## src/shared/motor_prot_pkg.sv

```systemverilog
// Constants, register map, fault layout and state codes of the motor protection monitor.
// Assumes a single 25 MHz clock and a 0.1 s protection tick derived from it.
package motor_prot_pkg;

	// Clock and protection tick
	localparam int CLK_HZ = 25_000_000;
	localparam int TICK_MS = 100;
	localparam int TICK_CYCLES = CLK_HZ / 1000 * TICK_MS;
	localparam int DIV_W = 22;
	localparam int HOUR_S = 3600;
	localparam logic [15:0] HOUR_TICKS = 16'(HOUR_S * 1000 / TICK_MS);

	// Register port
	localparam int ADDR_W = 4;
	localparam int DATA_W = 16;
	localparam logic [3:0] A_JAM_LVL = 4'h0;
	localparam logic [3:0] A_JAM_DLY = 4'h1;
	localparam logic [3:0] A_STALL_DLY = 4'h2;
	localparam logic [3:0] A_CTRL = 4'h3;
	localparam logic [3:0] A_GF_LVL = 4'h4;
	localparam logic [3:0] A_GF_DLY = 4'h5;
	localparam logic [3:0] A_GF_INH = 4'h6;
	localparam logic [3:0] A_GFA_LVL = 4'h7;
	localparam logic [3:0] A_GFA_DLY = 4'h8;
	localparam logic [3:0] A_STARTS_PH = 4'h9;
	localparam logic [3:0] A_RST_ATT = 4'ha;
	localparam logic [3:0] A_RST_DLY = 4'hb;
	localparam logic [3:0] A_STATUS = 4'hc;
	localparam logic [3:0] A_FAULT_CLR = 4'hd;
	localparam logic [3:0] A_START_CNT = 4'he;

	// Control word bits
	localparam int C_GF_EN = 0;
	localparam int C_GFA_EN = 1;
	localparam int C_PTC_EN = 2;
	localparam int C_PHASE_EN = 3;
	localparam int C_LF_LO = 4;
	localparam logic [1:0] LF_NONE = 2'h0;
	localparam logic [1:0] LF_NO_ZC = 2'h1;
	localparam logic [1:0] LF_NO_TO = 2'h2;
	localparam logic [1:0] LF_ALL = 2'h3;

	// Reset values (levels in 0.1 A, delays in seconds or 0.1 s as noted)
	localparam logic [5:0] RST_CTRL = 6'h30;
	localparam logic [7:0] RST_GF_LVL = 8'h19;
	localparam logic [11:0] RST_GF_DLY = 12'h005;
	localparam logic [7:0] RST_GF_INH = 8'h0a;
	localparam logic [7:0] RST_GFA_LVL = 8'h14;
	localparam logic [7:0] RST_GFA_DLY = 8'h0a;

	// Latched fault bits
	localparam int F_STALL = 0;
	localparam int F_GND = 1;
	localparam int F_PTC = 2;
	localparam int F_PHASE = 3;
	localparam int F_ZC = 4;
	localparam int F_TO = 5;
	localparam int F_OVT = 6;
	localparam int F_OVL = 7;

	localparam int STARTS_MAX = 99;
	localparam logic [6:0] STARTS_LAST = 7'(STARTS_MAX - 1);

	typedef enum logic [1:0] {
		ST_IDLE = 2'b00,
		ST_RUN = 2'b01,
		ST_FAULT = 2'b10,
		ST_RETRY = 2'b11
	} run_state_e;

	// Whole seconds to 0.1 s ticks
	function automatic logic [11:0] tenths(input logic [7:0] s);
		tenths = {1'b0, s, 3'h0} + {3'h0, s, 1'b0};
	endfunction : tenths

endpackage : motor_prot_pkg

```

## src/persist_timer.sv

```systemverilog
// Persistence timer: flags once a condition has held for a limit of 0.1 s ticks.
// Assumes tick is a one-cycle enable from the owner's divider.
`timescale 1ns/1ps
`default_nettype none
module persist_timer (
	input wire logic sys_clk, // System clock
	input wire logic sys_rst, // Async reset, high
	input wire logic tick, // 0.1 s enable
	input wire logic cond, // Watched condition
	input wire logic [11:0] limit, // Ticks to persist
	output logic expired // Condition held long enough
);
	typedef struct packed {
		logic [11:0] cnt;
		logic hit;
	} tmr_s;
	tmr_s q, n;

	// Count while held, restart on any gap
	always_comb begin
		n = q;
		if (!cond) begin
			n.cnt = '0;
		end else if (tick && q.cnt < limit) begin
			n.cnt = q.cnt + 12'h001;
		end
		n.hit = cond && (n.cnt >= limit);
	end

	always_ff @(posedge sys_clk or posedge sys_rst) begin
		if (sys_rst) begin
			q <= '0;
		end else begin
			q <= n;
		end
	end

	assign expired = q.hit;
endmodule : persist_timer
`default_nettype wire

```

## src/motor_protection_monitor.sv

```systemverilog
// Protection and restart supervisor for a three-phase soft starter.
// Assumes sensing inputs are synchronous to sys_clk; software uses the plain register port.
`timescale 1ns/1ps
`default_nettype none
module motor_protection_monitor #(
	parameter int TICK_DIV = motor_prot_pkg::TICK_CYCLES // Cycles per 0.1 s tick
) (
	input wire logic sys_clk, // 25 MHz clock
	input wire logic sys_rst, // Async reset, high
	input wire logic [motor_prot_pkg::ADDR_W-1:0] reg_addr, // Register address
	input wire logic [motor_prot_pkg::DATA_W-1:0] reg_wdata, // Write data
	input wire logic reg_wr, // Write strobe
	input wire logic reg_rd, // Read strobe
	output logic [motor_prot_pkg::DATA_W-1:0] reg_rdata, // Read data, next cycle
	input wire logic [10:0] cur_pct, // Motor current, % FLC
	input wire logic [7:0] gf_current, // Core-balance current, 0.1 A
	input wire logic ptc_hot, // Thermistor over-temperature
	input wire logic phase_abc_ok, // Line order is ABC
	input wire logic zero_cross_err, // Zero-cross problem seen
	input wire logic turn_off_err, // Switch turn-off problem seen
	input wire logic ramp_active, // Start manoeuvre in progress
	input wire logic stop_active, // Stop manoeuvre in progress
	input wire logic at_speed, // Motor at speed
	input wire logic switch_overtemp, // Power switch overtemperature
	input wire logic motor_overload, // Motor overload
	input wire logic start_cmd, // Start command level
	output logic run_enable, // Motor may run
	output logic fault_active, // Any fault latched
	output logic jam_alarm, // Jam alarm level
	output logic gf_alarm, // Ground fault alarm level
	output logic [7:0] fault_code // Latched fault bits
);
	import motor_prot_pkg::*;

	localparam logic [DIV_W-1:0] DIV_LAST = DIV_W'(TICK_DIV - 1);

	typedef struct packed {
		logic [DIV_W-1:0] div;
		logic tick;
		logic [10:0] jam_lvl;
		logic [6:0] jam_dly;
		logic [6:0] stall_dly;
		logic [5:0] ctrl;
		logic [7:0] gf_lvl;
		logic [11:0] gf_dly;
		logic [7:0] gf_inh;
		logic [7:0] gfa_lvl;
		logic [7:0] gfa_dly;
		logic [6:0] sph;
		logic [2:0] ratt;
		logic [5:0] rdly;
		run_state_e state;
		logic [7:0] fault;
		logic [2:0] att;
		logic [11:0] wait_cnt;
		logic [11:0] inh_cnt;
		logic [15:0] now;
		logic [STARTS_MAX-1:0][15:0] stamp;
		logic [6:0] wp;
		logic [6:0] rp;
		logic [6:0] cnt;
		logic [DATA_W-1:0] rdata;
	} mon_s;
	mon_s q, n;

	logic [3:0] tmr_cond;
	logic [3:0][11:0] tmr_lim;
	logic [3:0] tmr_hit;
	logic running;
	logic inhibit;
	logic starts_ok;
	logic retry_ok;
	logic launch;
	logic expire;
	logic [7:0] set;
	logic [7:0] clr;
	logic [1:0] lf_sel;

	////////////////////////////////////////////////////////////////////////////
	// Persistence conditions: jam, stall, ground trip, ground alarm
	assign running = q.state == ST_RUN;
	assign inhibit = q.inh_cnt < tenths(q.gf_inh);
	assign tmr_cond[0] = running && q.jam_lvl != '0 && cur_pct > q.jam_lvl;
	assign tmr_lim[0] = tenths({1'b0, q.jam_dly});
	assign tmr_cond[1] = running && q.stall_dly != '0 && !ramp_active && !at_speed;
	assign tmr_lim[1] = {5'h00, q.stall_dly};
	assign tmr_cond[2] = running && q.ctrl[C_GF_EN] && !inhibit && gf_current > q.gf_lvl;
	assign tmr_lim[2] = q.gf_dly;
	assign tmr_cond[3] = running && q.ctrl[C_GFA_EN] && !inhibit && gf_current > q.gfa_lvl;
	assign tmr_lim[3] = tenths(q.gfa_dly);

	// One timer per watched condition
	for (genvar i = 0; i < 4; i++) begin : g_tmr
		persist_timer u_tmr (
			.sys_clk(sys_clk),
			.sys_rst(sys_rst),
			.tick(q.tick),
			.cond(tmr_cond[i]),
			.limit(tmr_lim[i]),
			.expired(tmr_hit[i])
		);
	end

	////////////////////////////////////////////////////////////////////////////
	// Start permission and fault sources
	assign starts_ok = q.sph == '0 || q.cnt < q.sph;
	assign retry_ok = q.ratt != '0 && q.att < q.ratt && !q.fault[F_OVT] && !q.fault[F_OVL]
		&& start_cmd;
	assign expire = q.tick && q.cnt != '0 && (q.now - q.stamp[q.rp]) >= HOUR_TICKS;
	assign lf_sel = q.ctrl[C_LF_LO+1:C_LF_LO];

	// Next state, faults, start history and register file
	always_comb begin
		n = q;
		set = '0;
		clr = '0;
		launch = 1'b0;
		// Tick divider
		n.tick = q.div == DIV_LAST;
		n.div = n.tick ? '0 : q.div + 1'b1;
		if (q.tick) begin
			n.now = q.now + 16'h0001;
		end
		// Fault sources, set wins over clear
		set[F_STALL] = tmr_hit[1];
		set[F_GND] = tmr_hit[2];
		set[F_PTC] = q.ctrl[C_PTC_EN] && ptc_hot;
		set[F_ZC] = (lf_sel == LF_ALL || lf_sel == LF_NO_TO) && (ramp_active || stop_active)
			&& zero_cross_err;
		set[F_TO] = (lf_sel == LF_ALL || lf_sel == LF_NO_ZC) && (ramp_active || stop_active)
			&& turn_off_err;
		set[F_OVT] = switch_overtemp;
		set[F_OVL] = motor_overload;
		if (reg_wr && reg_addr == A_FAULT_CLR) begin
			clr = reg_wdata[7:0];
			n.att = '0;
		end
		// Run supervisor
		case (q.state)
			ST_IDLE: begin
				if (!start_cmd) begin
					n.att = '0;
				end
				if (q.fault != '0) begin
					n.state = ST_FAULT;
				end else if (start_cmd && q.ctrl[C_PHASE_EN] && !phase_abc_ok) begin
					set[F_PHASE] = 1'b1;
				end else if (start_cmd && starts_ok) begin
					n.state = ST_RUN;
					launch = 1'b1;
				end
			end
			ST_RUN: begin
				if (q.fault != '0) begin
					n.state = ST_FAULT;
				end else if (!start_cmd) begin
					n.state = ST_IDLE;
				end
			end
			ST_FAULT: begin
				if (q.fault == '0) begin
					n.state = ST_IDLE;
				end else if (retry_ok) begin
					n.state = ST_RETRY;
					n.wait_cnt = '0;
				end
			end
			ST_RETRY: begin
				if (!start_cmd || q.fault[F_OVT] || q.fault[F_OVL]) begin
					n.state = ST_FAULT;
				end else if (q.tick) begin
					if (q.wait_cnt >= tenths({2'h0, q.rdly})) begin
						clr = '1;
						n.att = q.att + 3'h1;
						n.state = ST_IDLE;
					end else begin
						n.wait_cnt = q.wait_cnt + 12'h001;
					end
				end
			end
			default: begin
				n.state = ST_IDLE;
			end
		endcase
		n.fault = (q.fault & ~clr) | set;
		// Ground inhibit window from start
		if (launch) begin
			n.inh_cnt = '0;
		end else if (q.tick && running && inhibit) begin
			n.inh_cnt = q.inh_cnt + 12'h001;
		end
		// Sliding-hour start history
		if (launch) begin
			n.stamp[q.wp] = q.now;
			n.wp = q.wp == STARTS_LAST ? '0 : q.wp + 7'h01;
		end
		if (expire) begin
			n.rp = q.rp == STARTS_LAST ? '0 : q.rp + 7'h01;
		end
		n.cnt = q.cnt + {6'h00, launch} - {6'h00, expire};
		// Register writes
		if (reg_wr) begin
			case (reg_addr)
				A_JAM_LVL: n.jam_lvl = reg_wdata[10:0];
				A_JAM_DLY: n.jam_dly = reg_wdata[6:0];
				A_STALL_DLY: n.stall_dly = reg_wdata[6:0];
				A_CTRL: n.ctrl = reg_wdata[5:0];
				A_GF_LVL: n.gf_lvl = reg_wdata[7:0];
				A_GF_DLY: n.gf_dly = reg_wdata[11:0];
				A_GF_INH: n.gf_inh = reg_wdata[7:0];
				A_GFA_LVL: n.gfa_lvl = reg_wdata[7:0];
				A_GFA_DLY: n.gfa_dly = reg_wdata[7:0];
				A_STARTS_PH: n.sph = reg_wdata[6:0];
				A_RST_ATT: n.ratt = reg_wdata[2:0];
				A_RST_DLY: n.rdly = reg_wdata[5:0];
				default: n.rdly = q.rdly;
			endcase
		end
		// Register reads, unmapped reads zero
		n.rdata = '0;
		if (reg_rd) begin
			case (reg_addr)
				A_JAM_LVL: n.rdata = DATA_W'(q.jam_lvl);
				A_JAM_DLY: n.rdata = DATA_W'(q.jam_dly);
				A_STALL_DLY: n.rdata = DATA_W'(q.stall_dly);
				A_CTRL: n.rdata = DATA_W'(q.ctrl);
				A_GF_LVL: n.rdata = DATA_W'(q.gf_lvl);
				A_GF_DLY: n.rdata = DATA_W'(q.gf_dly);
				A_GF_INH: n.rdata = DATA_W'(q.gf_inh);
				A_GFA_LVL: n.rdata = DATA_W'(q.gfa_lvl);
				A_GFA_DLY: n.rdata = DATA_W'(q.gfa_dly);
				A_STARTS_PH: n.rdata = DATA_W'(q.sph);
				A_RST_ATT: n.rdata = DATA_W'(q.ratt);
				A_RST_DLY: n.rdata = DATA_W'(q.rdly);
				A_STATUS: n.rdata = {1'b0, q.att, q.state, tmr_hit[3], tmr_hit[0], q.fault};
				A_START_CNT: n.rdata = DATA_W'(q.cnt);
				default: n.rdata = '0;
			endcase
		end
	end

	// State register with documented defaults
	always_ff @(posedge sys_clk or posedge sys_rst) begin
		if (sys_rst) begin
			q <= '0;
			q.ctrl <= RST_CTRL;
			q.gf_lvl <= RST_GF_LVL;
			q.gf_dly <= RST_GF_DLY;
			q.gf_inh <= RST_GF_INH;
			q.gfa_lvl <= RST_GFA_LVL;
			q.gfa_dly <= RST_GFA_DLY;
			q.state <= ST_IDLE;
		end else begin
			q <= n;
		end
	end

	// Outputs
	assign reg_rdata = q.rdata;
	assign run_enable = running;
	assign fault_active = q.fault != '0;
	assign fault_code = q.fault;
	assign jam_alarm = tmr_hit[0];
	assign gf_alarm = tmr_hit[3];
endmodule : motor_protection_monitor
`default_nettype wire

```

## config.mk

```make
export PLATFORM = sky130hd
export DESIGN_NAME = motor_protection_monitor
export DESIGN_NICKNAME = d
export VERILOG_FILES = /design/src/shared/motor_prot_pkg.sv /design/src/persist_timer.sv /design/src/motor_protection_monitor.sv
export SDC_FILE = /design/constraint.sdc
export NUM_CORES = 2
export LEC_CHECK = 0
export ABC_AREA = 1
export BUFFER_PORTS_ARGS = -buffer_cell sky130_fd_sc_hd__buf_4
export CAP_MARGIN = 20
export CORE_ASPECT_RATIO = 1.5
export CORE_MARGIN = 3
export CORE_UTILIZATION = 45
export DETAILED_ROUTE_END_ITERATION = 8
export SETUP_SLACK_MARGIN = 0.5
export SYNTH_ARGS = -nofsm -noshare
export SYNTH_HDL_FRONTEND = slang
export SYNTH_SLANG_ARGS = --single-unit
```

## constraint.sdc

```tcl
create_clock -name sys_clk -period 156.9 [get_ports sys_clk]
set_clock_uncertainty 0.2 [all_clocks]
set_input_delay 7.845 -clock sys_clk [delete_from_list [all_inputs] [get_ports sys_clk]]
set_output_delay 7.845 -clock sys_clk [all_outputs]
set_load 0.02 [all_outputs]
```

Word-level counts from Yosys, hierarchy flattened
Index checks and enable logic that the tools add are counted.
{ "totals": {"wordCells": 333, "register_bits": 1840, "out_inout_bits": 28} }
{ "op_classes": {"n_addsub": 18, "reduce_logical": 75, "n_mux": 53, "n_lt_le_gt_ge": 19, "n_eq_ne": 34, "n_bitwise": 3} }
{ "op_table": {"columns": ["operator", "n"], "rows": [
  ["1584-bit bitwise mux", 1],
  ["15-bit one-hot mux with 14 select lines", 1],
  ["12-bit 2-to-1 mux", 13],
  ["16-bit binary-select mux with 7-bit select", 1],
  ["16-bit demux with 7-bit select", 1],
  ["12-bit by 1-bit adder with 12-bit output, second input constant", 6],
  ["15-bit 2-to-1 mux", 3],
  ["8-bit 2-to-1 mux", 5],
  ["1-bit logical AND", 37],
  ["12-bit < comparator", 3],
  ["16-bit 2-to-1 mux", 2],
  ["4-bit equality test, second input constant", 7],
  ["11-bit by 9-bit adder with 12-bit output", 2],
  ["12-bit greater-or-equal comparator", 2],
  ["12-bit one-hot mux with 2 select lines", 1],
  ["2-bit AND reduction", 12],
  ["22-bit by 1-bit adder with 22-bit output, second input constant", 1],
  ["22-bit equality test, second input constant", 1],
  ["22-bit 2-to-1 mux", 1],
  ["2-bit 2-to-1 mux", 10],
  ["3-bit inequality test, second input constant", 6],
  ["16-bit by 1-bit adder with 16-bit output, second input constant", 1],
  ["4-bit by 3-bit equality test with 1-bit output, second input constant", 4],
  ["16-bit greater-or-equal comparator, second input constant", 1],
  ["44 further kinds", 80]
]} }

Depth between registers and ports, before layout
{ "logic_depth": {"word_depth": 10, "ltp_mapped": 38, "mapped_depth_nobuf": 33} }

Cells and area by module
Synthesis repeated with hierarchy kept, for this count alone.
{ "unflattened": {"hier_cells": 10715, "area_unflattened_um2": 88583.7} }
{ "modules_own_cells": {"columns": ["mod", "cells_per_inst", "area_per_inst_um2", "instances"], "rows": [
  ["motor_protection_monitor", 9903, 82917.0, 1],
  ["persist_timer (g_tmr[0].u_tmr ...)", 197, 1400.1, 3],
  ["persist_timer (g_tmr[3].u_tmr)", 221, 1466.4, 1]
]} }

Least setup slack after synthesis
Ideal clock, no wire load.
{ "synth_path": {"path_type": "in2reg", "from": "input gf_current[3]", "to": "register g_tmr[2].u_tmr.q (netlist bit g_tmr[2].u_tmr.expired)", "required_ns": 156.568, "setup_time_ns": 0.132, "arrival_ns": 10.100, "setup_slack_ns": 146.468, "cell_stages": 17, "cell_sequence": "ha_1 > nand2_1 > o21ai_0 > nand2_1 > o211ai_1 > nand4_1 > nor2_1 > inv_1 > clkbuf_1 > a211oi_1 > ha_1 > a21oi_1 > o21ai_0 > o21bai_1 > a21oi_1 > a211oi_1 > nor2_1"} }
{ "synth_rtl": {"columns": ["item", "line", "rtl"], "rows": [
  ["start, declared", "motor_protection_monitor.sv:16", "input wire logic [7:0] gf_current,"],
  ["end signal, assigned", "persist_timer.sv:34", "q <= n;"],
  ["end, declared", "persist_timer.sv:17", "tmr_s q, n;"]
]} }

==> results.json <==
{
  "h-tree-depth": 4,
  "grt_util_met1_pct": 38.6,
  "synthArstFlopShare_pct": 100,
  "utilization_pct": 50.0,
  "drv_slew": 0,
  "root_buffer": "clkbuf_16",
  "die_height_um": 552,
  "place_congestion": 0.961,
  "finalWirelength_um": 308000,
  "track_usage_pct": 29.7,
  "yosys_register_bits": 1839,
  "cellLeakagePower_uw": 0.0455,
  "setup_tns_ns": 0,
  "start_util_pct": 45.5,
  "finalCriticalPeriod_ns": 12.03,
  "final_nets": 10800,
  "hpwlAfterDp_um": 189000,
  "swShare_pct": 23.9,
  "setup_slack_ns": 144.87,
  "placedCellCount": 13000,
  "grt_start_max_net_pins": 160,
  "cp.required_ns": 157.54,
  "power.density_mw_per_mm2": 10.3,
  "dieArea_mm2": 0.204,
  "yosysWarnings": 0,
  "cts-buffers-inserted": 187,
  "grt_pass1_vias": 72800,
  "drive_above_1_share_pct": 6.60,
  "clk_path_buf_depth": 4,
  "cts_resized": 0,
  "setup-violations-final": 0,
  "n_fill_cell": 18900,
  "placeableCoreArea_mm2": 0.197,
  "grt_pass1_wl_um": 466000,
  "rsz0062_at_grt": "false",
  "yosysTopAreaCell": "dfrtp_1",
  "cp_max_fo": 105,
  "place_ws_ns": 143.77,
  "syn_avg_cell_area_um2": 8.15,
  "synth_area_mm2": 0.0895,
  "worst_pin_slew_ns": 1.19,
  "power_frac_clock_pct": 45.8,
  "grt_antenna_before_repair": 9,
  "finalCritPeriodShare_pct": 7.67,
  "min_path_type": "register to register",
  "post-cts-setup-buffers": 0,
  "top_usage_layer": "met2",
  "io_buffers": 75,
  "first_pass_iters": 6,
  "comb_power_share_pct": 5.9,
  "postSynthCellCount": 11000,
  "yosysSeqAreaShare_pct": 51.5,
  "overflow": 0,
  "clk_pin_slew_ns": 0.06,
  "syn_to_final_growth_pct": 9.86,
  "yosys.cell_types.count": 63,
  "status": "completed",
  "critPathCaptureType": "asynchronous set/reset pin",
  "cts_tree": "yes",
  "syn_nets": 11200,
  "insertion_delay_ns": 0.88,
  "maxSlewHeadroom_pct": 20.7,
  "max_clock_freq_mhz": 83.1,
  "fp-row-count": 199,
  "crit_path_start_kind": "input pin",
  "die_w_um": 370,
  "synthTopCellsByArea": "dfrtp_1 51%, o21ai_0 14%, nand2_1 10%",
  "finalPower_uw": 1010,
  "switching_power_uw": 241,
  "use_met2_pct": 46.9,
  "arrival_ns": 12.67,
  "grt_use_met3_pct": 4.33,
  "drv_cap": 0,
  "drc": 0,
  "worstSetupPathType": "input pin to asynchronous set/reset pin",
  "drtAntennaViolNets": 0,
  "viasPerCell": 5.77,
  "drt_iter0_markers": 8824,
  "vias": 77000,
  "final_cells": 13300,
  "ir_drop_mv": 0.00897,
  "pin_count": 81,
  "hold_violations": 0,
  "synth_edf_count": 0,
  "power_frac_seq_pct": 48.3,
  "synth_top_area_share_pct": 51.1,
  "clock-sinks": 1839,
  "drt-wirelength-per-cell_um": 23.1,
  "hold_buffers": 0,
  "ys.flop_type": "dfrtp_1",
  "p_int_uw": 768
}
==> state kept, by name, summed over array words and instances (netlist names) <==
signal               cells
g_tmr.u_tmr.expired      4
g_tmr.u_tmr.q           48
reg_rdata               15
q                     1762
lf_sel                   2
fault_code               8
==> power groups by stage <==
stage,Combinational [uW],Sequential [uW],Clock (uW)
6_report,59.5,487,462
5_1_grt,69.0,487,488
4_1_cts,60.5,487,470
3_5_place_dp,60.2,496,0
2_1_floorplan,41.4,494,0
3_3_place_gp,58.7,495,0
==> final timing paths <==
path | start | endpoint | slack [ns] | cells after the start
min in group asynchronous | sys_rst | q[509] | 6.91 | 2
max in group sys_clk | gf_current[3] | g_tmr[2].u_tmr.expired | 145.95 | 22
setup reg to reg | q[23] | q[22] | 147.53 | 33
setup / recovery | sys_rst | q[1651] | 144.87 | 7
hold / removal | g_tmr[2].u_tmr.expired | fault_code[1] | 0.25 | 1
hold reg to reg | g_tmr[2].u_tmr.expired | fault_code[1] | 0.25 | 1
==> cell type report <==
cell class / instances / area, um2 / share of cell area (%)
diodes: 4 / 10.0 / 0.0102
clock inverters: 59 / 751 / 0.764
clock buffers: 267 / 5460 / 5.55
multi-input cells: 7510 / 37000 / 37.7
flip-flops and latches: 1839 / 46100 / 46.9
repair buffers: 289 / 2830 / 2.88
well taps: 2613 / 3270 / 3.33
inverters: 756 / 2860 / 2.91
==> logic make-up (layout without fill, tap and decap cells) <==
kind of cell / after synthesis / after routing / share of synthesized area [%]
other cells: 1 / 5 / 0.00419
buf+inv: 1628 / 1371 / 7.24
fa+ha+maj: 199 / 199 / 2.83
xor+xnor: 78 / 78 / 0.764
compound gates: 3506 / 3506 / 20.8
simple gates: 3726 / 3726 / 16.9
flops: 1839 / 1839 / 51.5
==> critical path, cell delays in order <==
cell	delay [ns]
buf_4	0.13
inv_8	0.49
buf_4	0.74
buf_4	0.78
buf_4	0.80
buf_4	0.80
buf_4	0.81
==> placed cells by master, fill, tap and decap left out, drive strengths merged, types with 3 or more instances in the layout <==
cell type     n
o221ai       87
dfstp        13
dfrtp      1826
a2111oi       5
or2           4
clkinvlp      3
ha          193
a31oi        17
nand4        38
o21bai        7
o22ai        91
diode         4
o211ai      128
a21oi       500
o21a          6
o31ai         7
xor2         59
xnor2        19
clkinv       38
nand2      2484
o311ai       11
a211oi        8
inv         757
a221oi       13
bufinv       17
clkbuf      268
nor3         87
nor2        714
nand3       365
nand3b        6
nor3b         7
buf         287
o21ai      2607
a21boi        3
a31o          3
fa            6
nor4         18
==> per-layer routing <==
layer | wire [um] | share of wire (%)
met3 | 21700 | 7.0
met1 | 123000 | 40
met5 | 11 | 0.0036
met4 | 22100 | 7.2
met2 | 142000 | 46
==> cell usage after synthesis, types with 4 or more instances <==
cell type  count
o21a_1         6
nor2_1       697
o221ai_1      87
clkbuf_1     654
nor3_1        57
o211ai_1     128
buf_6          4
o21ai_0     2555
buf_1         31
buf_2        141
ha_1         193
a221oi_1      13
nor3_2        19
inv_2          9
o21bai_1       7
fa_1           6
a21oi_1      500
nor3_4        11
nor4_1        17
nor2_4        12
a211oi_1       8
nand4_1       38
nand2_1     2480
a31oi_1       17
or2_2          4
nand3b_1       6
nor3b_1        7
o21ai_1       52
dfstp_2       13
xor2_1        59
a2111oi_0      5
nand3_1      364
inv_1        739
xnor2_1       19
o31ai_1        7
buf_4         42
o311ai_0      11
o22ai_1       91
dfrtp_1     1826
clkinv_1       7
==> per-stage QoR <==
step | hold WS (ns) | instance area [um2]
after detailed placement | 0.243 | 91500
final | 0.251 | 98300
after CTS | 0.261 | 97700
after global routing | 0.271 | 98300
after floorplan | 0.217 | 89500
after global placement | 0.251 | 91200
Power figures use the tool's default switching activity.
